$ cat config.mk
export PLATFORM = sky130hd
export DESIGN_NAME = dpr_protection_regs
export DESIGN_NICKNAME = d
export VERILOG_FILES = /design/src/verilog/dpr_pkg.sv /design/src/verilog/dpr_fault_cond.sv /design/src/verilog/dpr_protection_regs.sv
export SDC_FILE = /design/constraint.sdc
export NUM_CORES = 1
export LEC_CHECK = 0
export ABC_AREA = 1
export BUFFER_PORTS_ARGS = -buffer_cell sky130_fd_sc_hd__buf_2
export CORE_UTILIZATION = 52
export DETAILED_ROUTE_END_ITERATION = 6
export GPL_ROUTABILITY_DRIVEN = 1
export PLACE_DENSITY_LB_ADDON = 0.3
export SLEW_MARGIN = 25
export SYNTH_ARGS = -nofsm -noshare
export SYNTH_HDL_FRONTEND = slang
export SYNTH_SLANG_ARGS = --single-unit
export TNS_END_PERCENT = 100
$ cat constraint.sdc
create_clock -name clock_i -period 1.4 [get_ports clock_i]
set_clock_uncertainty 0.1 [all_clocks]
set_input_delay 0.28 -clock clock_i [delete_from_list [all_inputs] [get_ports clock_i]]
set_output_delay 0.28 -clock clock_i [all_outputs]
set_load 0.01 [all_outputs]
$ cat src/verilog/dpr_pkg.sv
// package: register map, field layout and timing constants of the protection register bank
package dpr_pkg;

	localparam int unsigned CLK_MHZ         = 125;
	localparam int unsigned DEGLITCH_NS     = 1000;
	localparam int unsigned DEGLITCH_CYCLES = (DEGLITCH_NS * CLK_MHZ + 999) / 1000;

	localparam int unsigned ADDR_W = 8;
	localparam int unsigned DATA_W = 8;
	localparam int unsigned VOLTAGE_SELECT_BITS_W = 4;

	localparam logic [ADDR_W-1:0] ADDR_FAULT_FLAGS  = 8'h00;
	localparam logic [ADDR_W-1:0] ADDR_VOLTAGE_SEL  = 8'h02;
	localparam logic [ADDR_W-1:0] ADDR_PROT_CONFIG  = 8'h05;

	localparam logic [DATA_W-1:0] PROT_CONFIG_RESET = 8'h00;
	localparam logic [DATA_W-1:0] VOLTAGE_SEL_RESET = 8'h00;
	localparam logic [DATA_W-1:0] PROT_CONFIG_MASK  = 8'hd9;
	localparam logic [DATA_W-1:0] READ_ZERO         = 8'h00;

	localparam int unsigned FLT_PULLDOWN_OVERCURRENT_A_BIT = 4;
	localparam int unsigned FLT_PULLDOWN_OVERCURRENT_B_BIT = 5;
	localparam int unsigned NUM_FAULTS    = 8;
	localparam int unsigned NUM_CH        = 2;

	// status layout, bit 0 first from the bottom
	typedef struct packed {
		logic vcc_low;
		logic overtemp_flag;
		logic pulldown_overcurrent_b;
		logic pulldown_overcurrent_a;
		logic out_voltage_low_b;
		logic out_voltage_low_a;
		logic overload_flag_b;
		logic overload_flag_a;
	} dpr_faults_t;

	// protection configuration layout
	typedef struct packed {
		logic comp_high_esr;
		logic thermal_latched_recovery;
		logic rsvd5;
		logic min_current_diag_en_b;
		logic overload_latched_recovery;
		logic rsvd2;
		logic rsvd1;
		logic min_current_diag_en_a;
	} dpr_config_t;

	typedef struct packed {
		logic              wr;
		logic              rd;
		logic [ADDR_W-1:0] addr;
		logic [DATA_W-1:0] wdata;
	} dpr_reg_req_t;

	typedef struct packed {
		logic              comp_high_esr;
		logic              min_current_diag_en_b;
		logic              level_21v_req_a;
		logic              out_en_b;
		logic              out_en_a;
		logic [VOLTAGE_SELECT_BITS_W-1:0] voltage_select_bits_b;
		logic [VOLTAGE_SELECT_BITS_W-1:0] voltage_select_bits_a;
	} dpr_supply_ctrl_t;

	typedef enum logic [2:0] {
		CH_ON    = 3'b001,
		CH_HOLD  = 3'b010,
		CH_LATCH = 3'b100
	} dpr_ch_state_t;

endpackage

$ cat src/verilog/dpr_fault_cond.sv
// module: three-stage synchroniser for one fault pin with optional deglitch filter
`timescale 1ns/1ns
`default_nettype none

module dpr_fault_cond #(
	parameter int unsigned DEGLITCH = 0,
	parameter int unsigned CNT_W    = 12
) (
	input  wire logic clock_i,
	input  wire logic resetn_i,
	input  wire logic raw_i,
	output logic      level_o
);
	import dpr_pkg::*;

	logic             sync1_reg;
	logic             sync2_reg;
	logic             sync3_reg;
	logic             level_reg;
	logic [CNT_W-1:0] count_reg;

	if (DEGLITCH >= (1 << CNT_W)) begin : g_bad_width
		$error("deglitch count does not fit the counter");
	end

	always_ff @(posedge clock_i) begin
		if (!resetn_i) begin
			sync1_reg <= 1'b0;
			sync2_reg <= 1'b0;
			sync3_reg <= 1'b0;
		end else begin
			sync1_reg <= raw_i;
			sync2_reg <= sync1_reg;
			sync3_reg <= sync2_reg;
		end
	end

	// counts agreed-high cycles; level rises only once it passes the deglitch span
	always_ff @(posedge clock_i) begin
		if (!resetn_i) begin
			count_reg <= '0;
			level_reg <= 1'b0;
		end else if (sync2_reg == sync3_reg) begin
			if (!sync3_reg) begin
				count_reg <= '0;
				level_reg <= 1'b0;
			end else if (DEGLITCH == 0) begin
				level_reg <= 1'b1;
			end else if (count_reg >= CNT_W'(DEGLITCH)) begin
				level_reg <= 1'b1;
			end else begin
				count_reg <= count_reg + CNT_W'(1);
			end
		end
	end

	assign level_o = level_reg;

endmodule
`default_nettype wire

$ cat src/verilog/dpr_protection_regs.sv
// module: protection configuration and fault status registers of the dual supply controller
`timescale 1ns/1ns
`default_nettype none

// Overview of operation
// - read/write protection config at address 0x5
// - bits 0/4 enable diagnostic; A requests 21V
// - latched mode: overload clears select, disables channel
// - auto mode: overload clear restores channel, select kept
// - thermal latched: overtemp clears select, both off
// - thermal auto: restore both outputs with select
// - bit 7 drives converter compensation select
// - status register writes never change its contents
// - read-only fault status at address 0x0
// - bits 0/1 show channel overload
// - bits 2/3 show output voltage low
// - bit 4 pull-down overcurrent after deglitch
// - select field: A bits 0-3, B 4-7
// - bit 5 pull-down overcurrent channel B
// - bit 6 shared overtemperature flag
module dpr_protection_regs #(
	parameter int unsigned DEGLITCH = dpr_pkg::DEGLITCH_CYCLES
) (
	input  wire logic                      clock_i,
	input  wire logic                      resetn_i,
	input  wire dpr_pkg::dpr_reg_req_t     reg_req_i,
	output logic [dpr_pkg::DATA_W-1:0]     reg_rdata_o,
	output logic                           reg_rvalid_o,
	input  wire dpr_pkg::dpr_faults_t      faults_i,
	output dpr_pkg::dpr_supply_ctrl_t      supply_o
);
	import dpr_pkg::*;

	if (DEGLITCH == 0 || DEGLITCH >= 4096) begin : g_bad_deglitch
		$error("deglitch count must be between 1 and 4095");
	end

	dpr_config_t      config_reg;
	logic [DATA_W-1:0] voltage_select_bits_reg;
	logic [DATA_W-1:0] rdata_reg;
	logic              rvalid_reg;
	dpr_faults_t       flags;
	dpr_faults_t       flags_prev_reg;
	dpr_supply_ctrl_t  supply_reg;
	dpr_ch_state_t     ch_state_reg [NUM_CH];
	dpr_ch_state_t     ch_state_next [NUM_CH];
	logic [NUM_CH-1:0] ol_now;
	logic [NUM_CH-1:0] ol_rise;
	logic              ot_rise;
	logic [NUM_CH-1:0] latch_trip;
	logic              voltage_select_bits_wr;
	logic              cfg_wr;
	logic              any_trip;

	function automatic logic hit(input dpr_reg_req_t req, input logic [ADDR_W-1:0] addr);
		hit = req.wr && (req.addr == addr);
	endfunction

	// conditioning of every fault pin; pull-down flags get the deglitch filter
	for (genvar i = 0; i < NUM_FAULTS; i++) begin : g_cond
		localparam int unsigned DG = (i == FLT_PULLDOWN_OVERCURRENT_A_BIT || i == FLT_PULLDOWN_OVERCURRENT_B_BIT) ? DEGLITCH : 0;
		dpr_fault_cond #(
			.DEGLITCH (DG),
			.CNT_W    (12)
		) u_cond (
			.clock_i  (clock_i),
			.resetn_i (resetn_i),
			.raw_i    (faults_i[i]),
			.level_o  (flags[i])
		);
	end

	assign voltage_select_bits_wr = hit(reg_req_i, ADDR_VOLTAGE_SEL);
	assign cfg_wr  = hit(reg_req_i, ADDR_PROT_CONFIG);

	always_ff @(posedge clock_i) begin
		if (!resetn_i) begin
			flags_prev_reg <= '0;
		end else begin
			flags_prev_reg <= flags;
		end
	end

	assign ol_now  = {flags.overload_flag_b, flags.overload_flag_a};
	assign ol_rise = ol_now & ~{flags_prev_reg.overload_flag_b, flags_prev_reg.overload_flag_a};
	assign ot_rise = flags.overtemp_flag & ~flags_prev_reg.overtemp_flag;

	always_comb begin
		for (int c = 0; c < NUM_CH; c++) begin
			latch_trip[c] = (ol_rise[c] && config_reg.overload_latched_recovery)
				|| (ot_rise && config_reg.thermal_latched_recovery);
		end
	end

	assign any_trip = |latch_trip;

	always_ff @(posedge clock_i) begin
		if (!resetn_i) begin
			config_reg <= PROT_CONFIG_RESET;
		end else if (cfg_wr) begin
			config_reg <= reg_req_i.wdata & PROT_CONFIG_MASK;
		end
	end

	always_ff @(posedge clock_i) begin
		if (!resetn_i) begin
			voltage_select_bits_reg <= VOLTAGE_SEL_RESET;
		end else if (any_trip) begin
			voltage_select_bits_reg <= VOLTAGE_SEL_RESET;
		end else if (voltage_select_bits_wr) begin
			voltage_select_bits_reg <= reg_req_i.wdata;
		end
	end

	// per-channel output state
	always_comb begin
		for (int c = 0; c < NUM_CH; c++) begin
			ch_state_next[c] = ch_state_reg[c];
			unique case (ch_state_reg[c])
				CH_ON: begin
					if (latch_trip[c]) begin
						ch_state_next[c] = CH_LATCH;
					end else if (ol_now[c] || flags.overtemp_flag) begin
						ch_state_next[c] = CH_HOLD;
					end
				end
				CH_HOLD: begin
					if (latch_trip[c]) begin
						ch_state_next[c] = CH_LATCH;
					end else if (!ol_now[c] && !flags.overtemp_flag) begin
						ch_state_next[c] = CH_ON;
					end
				end
				CH_LATCH: begin
					if (voltage_select_bits_wr && !any_trip) begin
						if (ol_now[c] || flags.overtemp_flag) begin
							ch_state_next[c] = CH_HOLD;
						end else begin
							ch_state_next[c] = CH_ON;
						end
					end
				end
				default: begin
					ch_state_next[c] = CH_ON;
				end
			endcase
		end
	end

	for (genvar c = 0; c < NUM_CH; c++) begin : g_ch
		always_ff @(posedge clock_i) begin
			if (!resetn_i) begin
				ch_state_reg[c] <= CH_ON;
			end else begin
				ch_state_reg[c] <= ch_state_next[c];
			end
		end
	end

	// supply control outputs from flops
	always_ff @(posedge clock_i) begin
		if (!resetn_i) begin
			supply_reg <= '0;
		end else begin
			supply_reg.voltage_select_bits_a <= voltage_select_bits_reg[VOLTAGE_SELECT_BITS_W-1:0];
			supply_reg.voltage_select_bits_b <= voltage_select_bits_reg[DATA_W-1:VOLTAGE_SELECT_BITS_W];
			supply_reg.out_en_a <= (ch_state_next[0] == CH_ON);
			supply_reg.out_en_b <= (ch_state_next[1] == CH_ON);
			supply_reg.level_21v_req_a       <= config_reg.min_current_diag_en_a;
			supply_reg.min_current_diag_en_b <= config_reg.min_current_diag_en_b;
			supply_reg.comp_high_esr <= config_reg.comp_high_esr;
		end
	end

	assign supply_o = supply_reg;

	always_ff @(posedge clock_i) begin
		if (!resetn_i) begin
			rdata_reg  <= READ_ZERO;
			rvalid_reg <= 1'b0;
		end else begin
			rvalid_reg <= reg_req_i.rd;
			if (reg_req_i.rd) begin
				unique case (reg_req_i.addr)
					ADDR_FAULT_FLAGS: rdata_reg <= flags;
					ADDR_VOLTAGE_SEL: rdata_reg <= voltage_select_bits_reg;
					ADDR_PROT_CONFIG: rdata_reg <= config_reg;
					default:          rdata_reg <= READ_ZERO;
				endcase
			end
		end
	end

	assign reg_rdata_o  = rdata_reg;
	assign reg_rvalid_o = rvalid_reg;

endmodule
`default_nettype wire

==> results of run 1 <==
-- cell type report --
type	instances	share of cell area, %
tap	99	2.47
multi-input combinational	340	36.2
inverter	96	7.25
clock inverter	3	0.797
sequential	100	40.0
clock buffer	11	2.62
timing repair buffer	85	10.7
-- power by group --
| part | total, uW | switching (uW) | internal (uW) |
|---|---|---|---|
| Clock | 1690 | 889 | 804 |
| Combinational | 231 | 150 | 81.7 |
| Sequential | 2890 | 15.2 | 2880 |
-- cell families after synthesis --
logic type      after synthesis  synth area share, %
xor+xnor                      2                0.430
fa+ha+maj                     6                 1.84
compound gates               76                 9.85
buf+inv                     109                 10.7
simple gates                256                 28.1
flops                       100                 49.1
-- placed cells by master, fill, tap and decap left out, types with 2 or more instances in the layout --
| cell type | Yosys | layout |
|---|---|---|
| nand2_2 | 2 | 7 |
| inv_1 | 91 | 85 |
| nand3_2 | 4 | 10 |
| nor2_1 | 48 | 44 |
| buf_6 | 3 | 5 |
| clkbuf_8 | 0 | 9 |
| nand3_4 | 1 | 3 |
| dfxtp_2 | 0 | 4 |
| buf_4 | 0 | 30 |
| ha_2 | 0 | 2 |
| nor3_1 | 6 | 5 |
| o21bai_1 | 5 | 5 |
| nor2_4 | 2 | 2 |
| ha_4 | 0 | 3 |
| o21ai_0 | 25 | 20 |
| dfxtp_1 | 100 | 95 |
| nor2_2 | 3 | 7 |
| nand3_1 | 42 | 34 |
| clkinv_2 | 1 | 3 |
| nor3_2 | 5 | 5 |
| nand2_1 | 137 | 131 |
| a21oi_2 | 1 | 8 |
| nand4_1 | 4 | 4 |
| inv_2 | 2 | 8 |
| o21ai_1 | 1 | 6 |
| clkbuf_1 | 3 | 2 |
| buf_2 | 4 | 49 |
| a21oi_1 | 42 | 35 |
-- metrics by stage --
stage	total power [uW]	utilization [%]	cells	setup WS, ns	cell area [sq um]
2_1_floorplan	3080	-	549	0.00112	4090
4_1_cts	4840	65.9	733	-0.00466	4880
5_1_grt	5010	67.8	734	-0.0907	5020
6_report	4810	67.8	734	-0.0271	5020
3_5_place_dp	3180	62.5	717	-0.0713	4630
3_3_place_gp	3170	62.5	717	-0.00781	4630
-- layer usage --
| metal | up-vias | global-route usage (%) | part of all wire (%) |
|---|---|---|---|
| met5 | - | 0 | 0 |
| met4 | 0 | 7.26 | 1.5 |
| met3 | 14 | 4.29 | 3.7 |
| met2 | 81 | 38.5 | 51 |
| met1 | 1657 | 26.8 | 44 |
| li1 | 1866 | - | - |
-- final timing paths --
kind | endpoint | slack, ns | depth (start not counted)
max reg2reg | g_cond[4].u_cond.count_reg[5]$_SDFFE_PN0P_ | -0.03 | 8
min | g_cond[4].u_cond.sync1_reg$_SDFF_PN0_ | 0.01 | 3
min reg2reg | g_cond[5].u_cond.sync2_reg$_SDFF_PN0_ | 0.32 | 2
max | g_cond[4].u_cond.count_reg[5]$_SDFFE_PN0P_ | -0.03 | 8
-- worst min-delay path, stage by stage --
cell and delay [ns]:
buf_2 0.07, nand2_1 0.04, inv_1 0.04
-- timing repair --
action,in CTS,in global routing
hold buffers,1,0
cloned,1,0
gates resized for setup,20,41
setup endpoints to repair,18,30
pin swaps,3,14
hold endpoints to repair,1,0
setup buffers,0,1
==> impl_metrics.py, run 1 <==
metrics = {
    "run_status": {
        "status": "complete, but fails checks",
        "failed_checks": "setup timing",
    },
    "sta": {
        "rsz0062_at_grt": "true",
        "timing.final.hold_violations": 0,
        "setup_tns_ns": -0.0753,
        "period_minus_slack_ns": 1.43,
        "worst-slew-pin-transition_ns": 0.431,
        "final_setup_violation_count": 7,
        "worst_hold_slack_ns": 0.0128,
        "slew_headroom_pct": 71.3,
        "maxSlewViolCount": 0,
        "period_utilization_post_route_pct": 102,
        "final_critical_path_setup_slack_ns": -0.0271,
        "max_clock_freq_mhz": 701,
    },
    "synthesis": {
        "synthesis.area_per_instance_sq_um": 7.43,
        "synth.yosys.warnings": 0,
        "synth-edff-count": 0,
        "netlist.top_cell.by_area": "dfxtp_1",
        "post_synth_main_area_contributors": "dfxtp_1 49%, nand2_1 13%, inv_1 8.4%, a21oi_1 5.2%, nand3_1 5.2%",
        "synth-seq-cells": 100,
        "post-synth-top-count-cell": "nand2_1",
        "netlist.area_leader.share_pct": 49.1,
        "yosys.cell_types.count": 32,
        "synth_nets": 583,
        "synthesis.instances": 549,
        "synth_common_cells": "137 x nand2_1, 100 x dfxtp_1, 91 x inv_1",
        "synthArstFlopShare_pct": 0,
        "synth-main-ff-cell": "dfxtp_1",
        "synth.yosys.seq_area_share_pct": 49.1,
        "synth_area_sq_um": 4080,
    },
    "clock_network": {
        "number_of_buffers_created_by_cts": 9,
        "tritoncts": "yes",
        "cts_sinks": 100,
        "clkSlewWorstSetupHoldPaths_ns": 0.08,
        "cts-root-buf": "clkbuf_8",
        "maximum_root_to_sink_buffer_count": 2,
        "worst_skew_pair.late_latency_ns": 0.35,
        "cts.htree.levels": 3,
    },
    "critical_path": {
        "critical_path_peak_fanout": 5,
        "cp_data_arrival_time_ns": 1.60,
        "worstPathCellList": "inv_4 -> ha_4 -> a21oi_2 -> nand2_2 -> nand3_4 -> buf_6 -> nand3_2 -> a21oi_1",
        "worst_ep_required_time_ns": 1.57,
        "critical-path-top-delay-family": "flip-flops",
        "cp-start-kind": "flip-flop",
        "cp_slowest_cell": "dfxtp_4",
        "cp_slowest_stage_delay_ns": 0.39,
        "worstReg2RegStart": "g_cond[4].u_cond.count_reg[0]$_SDFFE_PN0P_",
        "ws_path_type": "reg2reg",
        "setup.worst_path.start": "g_cond[4].u_cond.count_reg[0]$_SDFFE_PN0P_",
        "timing.critical_path.to_type": "flip-flop",
        "worstPathBufferInverterCount": 2,
    },
    "placement": {
        "detailed_place_hpwl_mm": 6.14,
        "finalWeightedCongestion": 0.857,
        "placement.io_buffers": 49,
    },
    "routing": {
        "num_vias": 3618,
        "drt_pass_1_iters": 4,
        "vias_per_cell": 4.93,
        "wl_mm": 8.76,
        "drt-initial-drc-count": 140,
        "wl_per_cell_um": 11.9,
        "drc_errors": 0,
        "ant_nets": 0,
    },
    "finish": {
        "nFillCells": 633,
        "multi_input_combinational_cell_area_sq_um": 1820,
        "design.final.nets": 666,
        "area_growth_syn_to_layout_pct": 23.2,
        "layout-drive-gt1-share_pct": 25.7,
        "antenna_cells": 0,
        "area.sequential_sq_um": 2010,
        "largest_reg_flops": 24,
    },
    "floorplan": {
        "floorplan.initialDensity_pct": 55.1,
        "dieArea_sq_um": 8200,
        "die_width_um": 90.6,
        "core_region_area_sq_um": 7410,
        "core.rowCount": 31,
        "io_pins": 50,
        "fp.dieH_um": 90.6,
    },
    "power_and_ir_drop": {
        "pwr_density_cell_nw_per_um2": 958,
        "maximum_resistive_drop_on_vdd_mv": 0.602,
        "p_leak_uw": 0.00243,
    },
    "global_routing": {
        "grt_max_degree": 36,
        "grt_first_pass_wirelength_mm": 14.6,
        "grt_pass1_vias": 3349,
        "overflow": 0,
        "antenna_found_initial": 0,
        "globalRouteTotalUtil_pct": 22.0,
    },
    "run": {
        "max_cap_violations": 0,
    },
    "worst_hold_path": {
        "min-delay-path-class": "in2reg",
        "min-delay-start": "faults_i[4]",
    },
}
(Power assumes the default switching activity.)
==> run 2, diff against run 1 <==
--- a/config.mk
+++ b/config.mk
@@ -12,4 +12,5 @@
 export GPL_ROUTABILITY_DRIVEN = 1
 export PLACE_DENSITY_LB_ADDON = 0.3
+export SETUP_SLACK_MARGIN = 0.05
 export SLEW_MARGIN = 25
 export SYNTH_ARGS = -nofsm -noshare
--- a/constraint.sdc
+++ b/constraint.sdc
@@ -3,3 +3,3 @@
 set_input_delay 0.28 -clock clock_i [delete_from_list [all_inputs] [get_ports clock_i]]
 set_output_delay 0.28 -clock clock_i [all_outputs]
-set_load 0.01 [all_outputs]
+set_load 0.005 [all_outputs]
==> run 2 against run 1 <==
The flow still finishes with violations (setup timing). Clock power about the same. Final cell count rose by 1.4%. Highest routed layer unchanged. Sequential share of layout area shrank 0.80 points.
==> impl_metrics.py, run 2 (synthesized netlist as in run 1, its figures left out) <==
metrics = {
    "run_status": {
        "status": "complete, but fails checks",
        "failed_checks": "setup timing",
    },
    "sta": {
        "period_minus_slack_ns": 1.44,
        "rsz0062_at_grt": "true",
        "final_critical_path_setup_slack_ns": -0.0401,
        "slew_headroom_pct": 72.7,
        "period_utilization_post_route_pct": 103,
        "max_clock_freq_mhz": 694,
        "maxSlewViolCount": 0,
        "timing.final.hold_violations": 0,
        "worst-slew-pin-transition_ns": 0.409,
        "final_setup_violation_count": 8,
    },
    "clock_network": {
        "cts.htree.levels": 3,
        "worst_skew_pair.late_latency_ns": 0.36,
        "maximum_root_to_sink_buffer_count": 2,
        "number_of_buffers_created_by_cts": 9,
        "cts-root-buf": "clkbuf_8",
        "clkSlewWorstSetupHoldPaths_ns": 0.09,
        "tritoncts": "yes",
        "cts_sinks": 100,
    },
    "global_routing": {
        "antenna_found_initial": 0,
        "grt_max_degree": 36,
        "grt_pass1_vias": 3404,
        "overflow": 0,
        "grt_first_pass_wirelength_mm": 14.7,
        "globalRouteTotalUtil_pct": 22.2,
    },
    "worst_hold_path": {
        "hold_end": "voltage_select_bits_reg[3]$_SDFFE_PP0P_",
        "min-delay-path-class": "in2reg",
        "worst_hold_path_cell_count": 3,
        "min-delay-start": "reg_req_i[3]",
    },
    "routing": {
        "num_vias": 3613,
        "vias_per_cell": 4.86,
        "drt-initial-drc-count": 163,
        "ant_nets": 0,
        "drt_pass_1_iters": 4,
        "wl_mm": 8.89,
        "wl_per_cell_um": 11.9,
        "drc_errors": 0,
    },
    "floorplan": {
        "core_region_area_sq_um": 7410,
        "die_width_um": 90.6,
        "dieArea_sq_um": 8200,
        "floorplan.initialDensity_pct": 55.1,
        "io_pins": 50,
        "fp.dieH_um": 90.6,
        "core.rowCount": 31,
    },
    "finish": {
        "multi_input_combinational_cell_area_sq_um": 1840,
        "design.final.nets": 674,
        "largest_reg_flops": 24,
        "area_growth_syn_to_layout_pct": 26.1,
        "final_cell_count_no_fill": 744,
        "antenna_cells": 0,
        "layout_commonest_cell": "nand2_1",
        "layout-drive-gt1-share_pct": 25.7,
        "area.sequential_sq_um": 2020,
        "nFillCells": 634,
        "final_core_util_pct": 69.4,
        "most_frequent_cells_in_the_layout": "131 x nand2_1, 92 x dfxtp_1, 84 x inv_1",
    },
    "critical_path": {
        "timing.critical_path.to_type": "flip-flop",
        "critical-path-top-delay-family": "flip-flops",
        "critical_path_peak_fanout": 5,
        "worstPathCellList": "inv_2 -> ha_4 -> inv_2 -> a21oi_2 -> nand2_2 -> nand3_4 -> buf_12 -> nand2_2 -> nand2_2 -> a21oi_2",
        "worst_r2r_path_depth": 10,
        "r2r-end": "g_cond[4].u_cond.count_reg[0]$_SDFFE_PN0P_",
        "worstReg2RegStart": "g_cond[4].u_cond.count_reg[1]$_SDFFE_PN0P_",
        "cp_data_arrival_time_ns": 1.63,
        "ws_path_type": "reg2reg",
        "worst_path_most_repeated_cell": "nand2_2",
        "worst_ep_required_time_ns": 1.59,
        "regToRegSetupSlack_ns": -0.04,
        "cp_slowest_stage_delay_ns": 0.35,
        "cp-start-kind": "flip-flop",
        "worstPathBufferInverterCount": 3,
        "cp_slowest_cell": "dfxtp_2",
    },
    "placement": {
        "placement.io_buffers": 49,
        "dpl.cell_count": 715,
        "worst_slack_after_detailed_placement_ns": -0.115,
        "detailed_place_hpwl_mm": 6.19,
        "finalWeightedCongestion": 0.815,
    },
    "power_and_ir_drop": {
        "pwr_density_cell_nw_per_um2": 936,
        "p_leak_uw": 0.00246,
        "maximum_resistive_drop_on_vdd_mv": 0.794,
        "report.power.total_uw": 4820,
    },
    "run": {
        "max_cap_violations": 0,
    },
}
[run 2: cell count changes in the layout (fill, tap and decap cells not counted), sizes merged]
cell | before | now
bufinv | 1 | 0
clkinvlp | 0 | 3
buf | 84 | 85
dlygate4sd3 | 1 | 8
[run 2: area by class of cell]
| type | count | share of cell area [%] |
|---|---|---|
| Clock buffer | 11 | 2.75 |
| Clock inverter | 5 | 0.706 |
| Inverter | 96 | 7.13 |
| Multi-Input combinational cell | 340 | 35.7 |
| Sequential cell | 100 | 39.2 |
| Tap cell | 99 | 2.41 |
| Timing Repair Buffer | 93 | 12.0 |
[run 2: worst max-delay path by stage]
| stage | from | endpoint | cells past startpoint |
|---|---|---|---|
| 3_3_place_gp | reg_req_i[15] | reg_rdata_o[0]$_SDFFE_PN0P_ | 8 |
| 6_report | g_cond[4].u_cond.count_reg[1]$_SDFFE_PN0P_ | g_cond[4].u_cond.count_reg[0]$_SDFFE_PN0P_ | 10 |
| 2_1_floorplan | g_cond[4].u_cond.count_reg[0]$_SDFFE_PN0P_ | g_cond[4].u_cond.count_reg[2]$_SDFFE_PN0P_ | 9 |
| 3_5_place_dp | reg_req_i[15] | reg_rdata_o[0]$_SDFFE_PN0P_ | 8 |
| 5_1_grt | g_cond[4].u_cond.count_reg[0]$_SDFFE_PN0P_ | g_cond[4].u_cond.count_reg[7]$_SDFFE_PN0P_ | 8 |
| 4_1_cts | g_cond[4].u_cond.count_reg[1]$_SDFFE_PN0P_ | g_cond[4].u_cond.count_reg[0]$_SDFFE_PN0P_ | 10 |
[run 2: tightest hold or removal path: stages]
cell    delay, ns
buf_2        0.10
nor2_1       0.04
nor2_1       0.08
[run 2: timing repair]
| action | CTS | global route |
|---|---|---|
| buffers inserted | 3 | 2 |
| cloned | 0 | 0 |
| setup endpoints to repair | 23 | 33 |
| hold buffers | 8 | 0 |
| hold endpoints to repair | 8 | 0 |
| pin swaps | 10 | 7 |
| gates resized for setup | 24 | 25 |
[run 2: power breakdown]
part | internal [uW] | switching (uW) | total [uW]
Combinational | 96.6 | 146 | 242
Clock | 699 | 985 | 1680
Sequential | 2870 | 14.8 | 2890
[run 2: layer usage]
metal / track usage (%) / wire length, um / up-vias
met1: 26.3 / 4000 / 1633
met4: 9.27 / 155 / 0
met3: 4.38 / 368 / 12
li1: - / - / 1880
met5: 0 / 0 / -
met2: 39.1 / 4370 / 88
[run 2: metrics by stage]
stage	TNS (ns)	hold slack, ns	area, sq um
2_1_floorplan	0	0.278	4120
3_3_place_gp	-0.583	0.296	4660
3_5_place_dp	-1.14	0.299	4660
4_1_cts	-0.175	0.0680	5030
5_1_grt	-1.60	0.0817	5140
6_report	-0.126	0.0859	5140
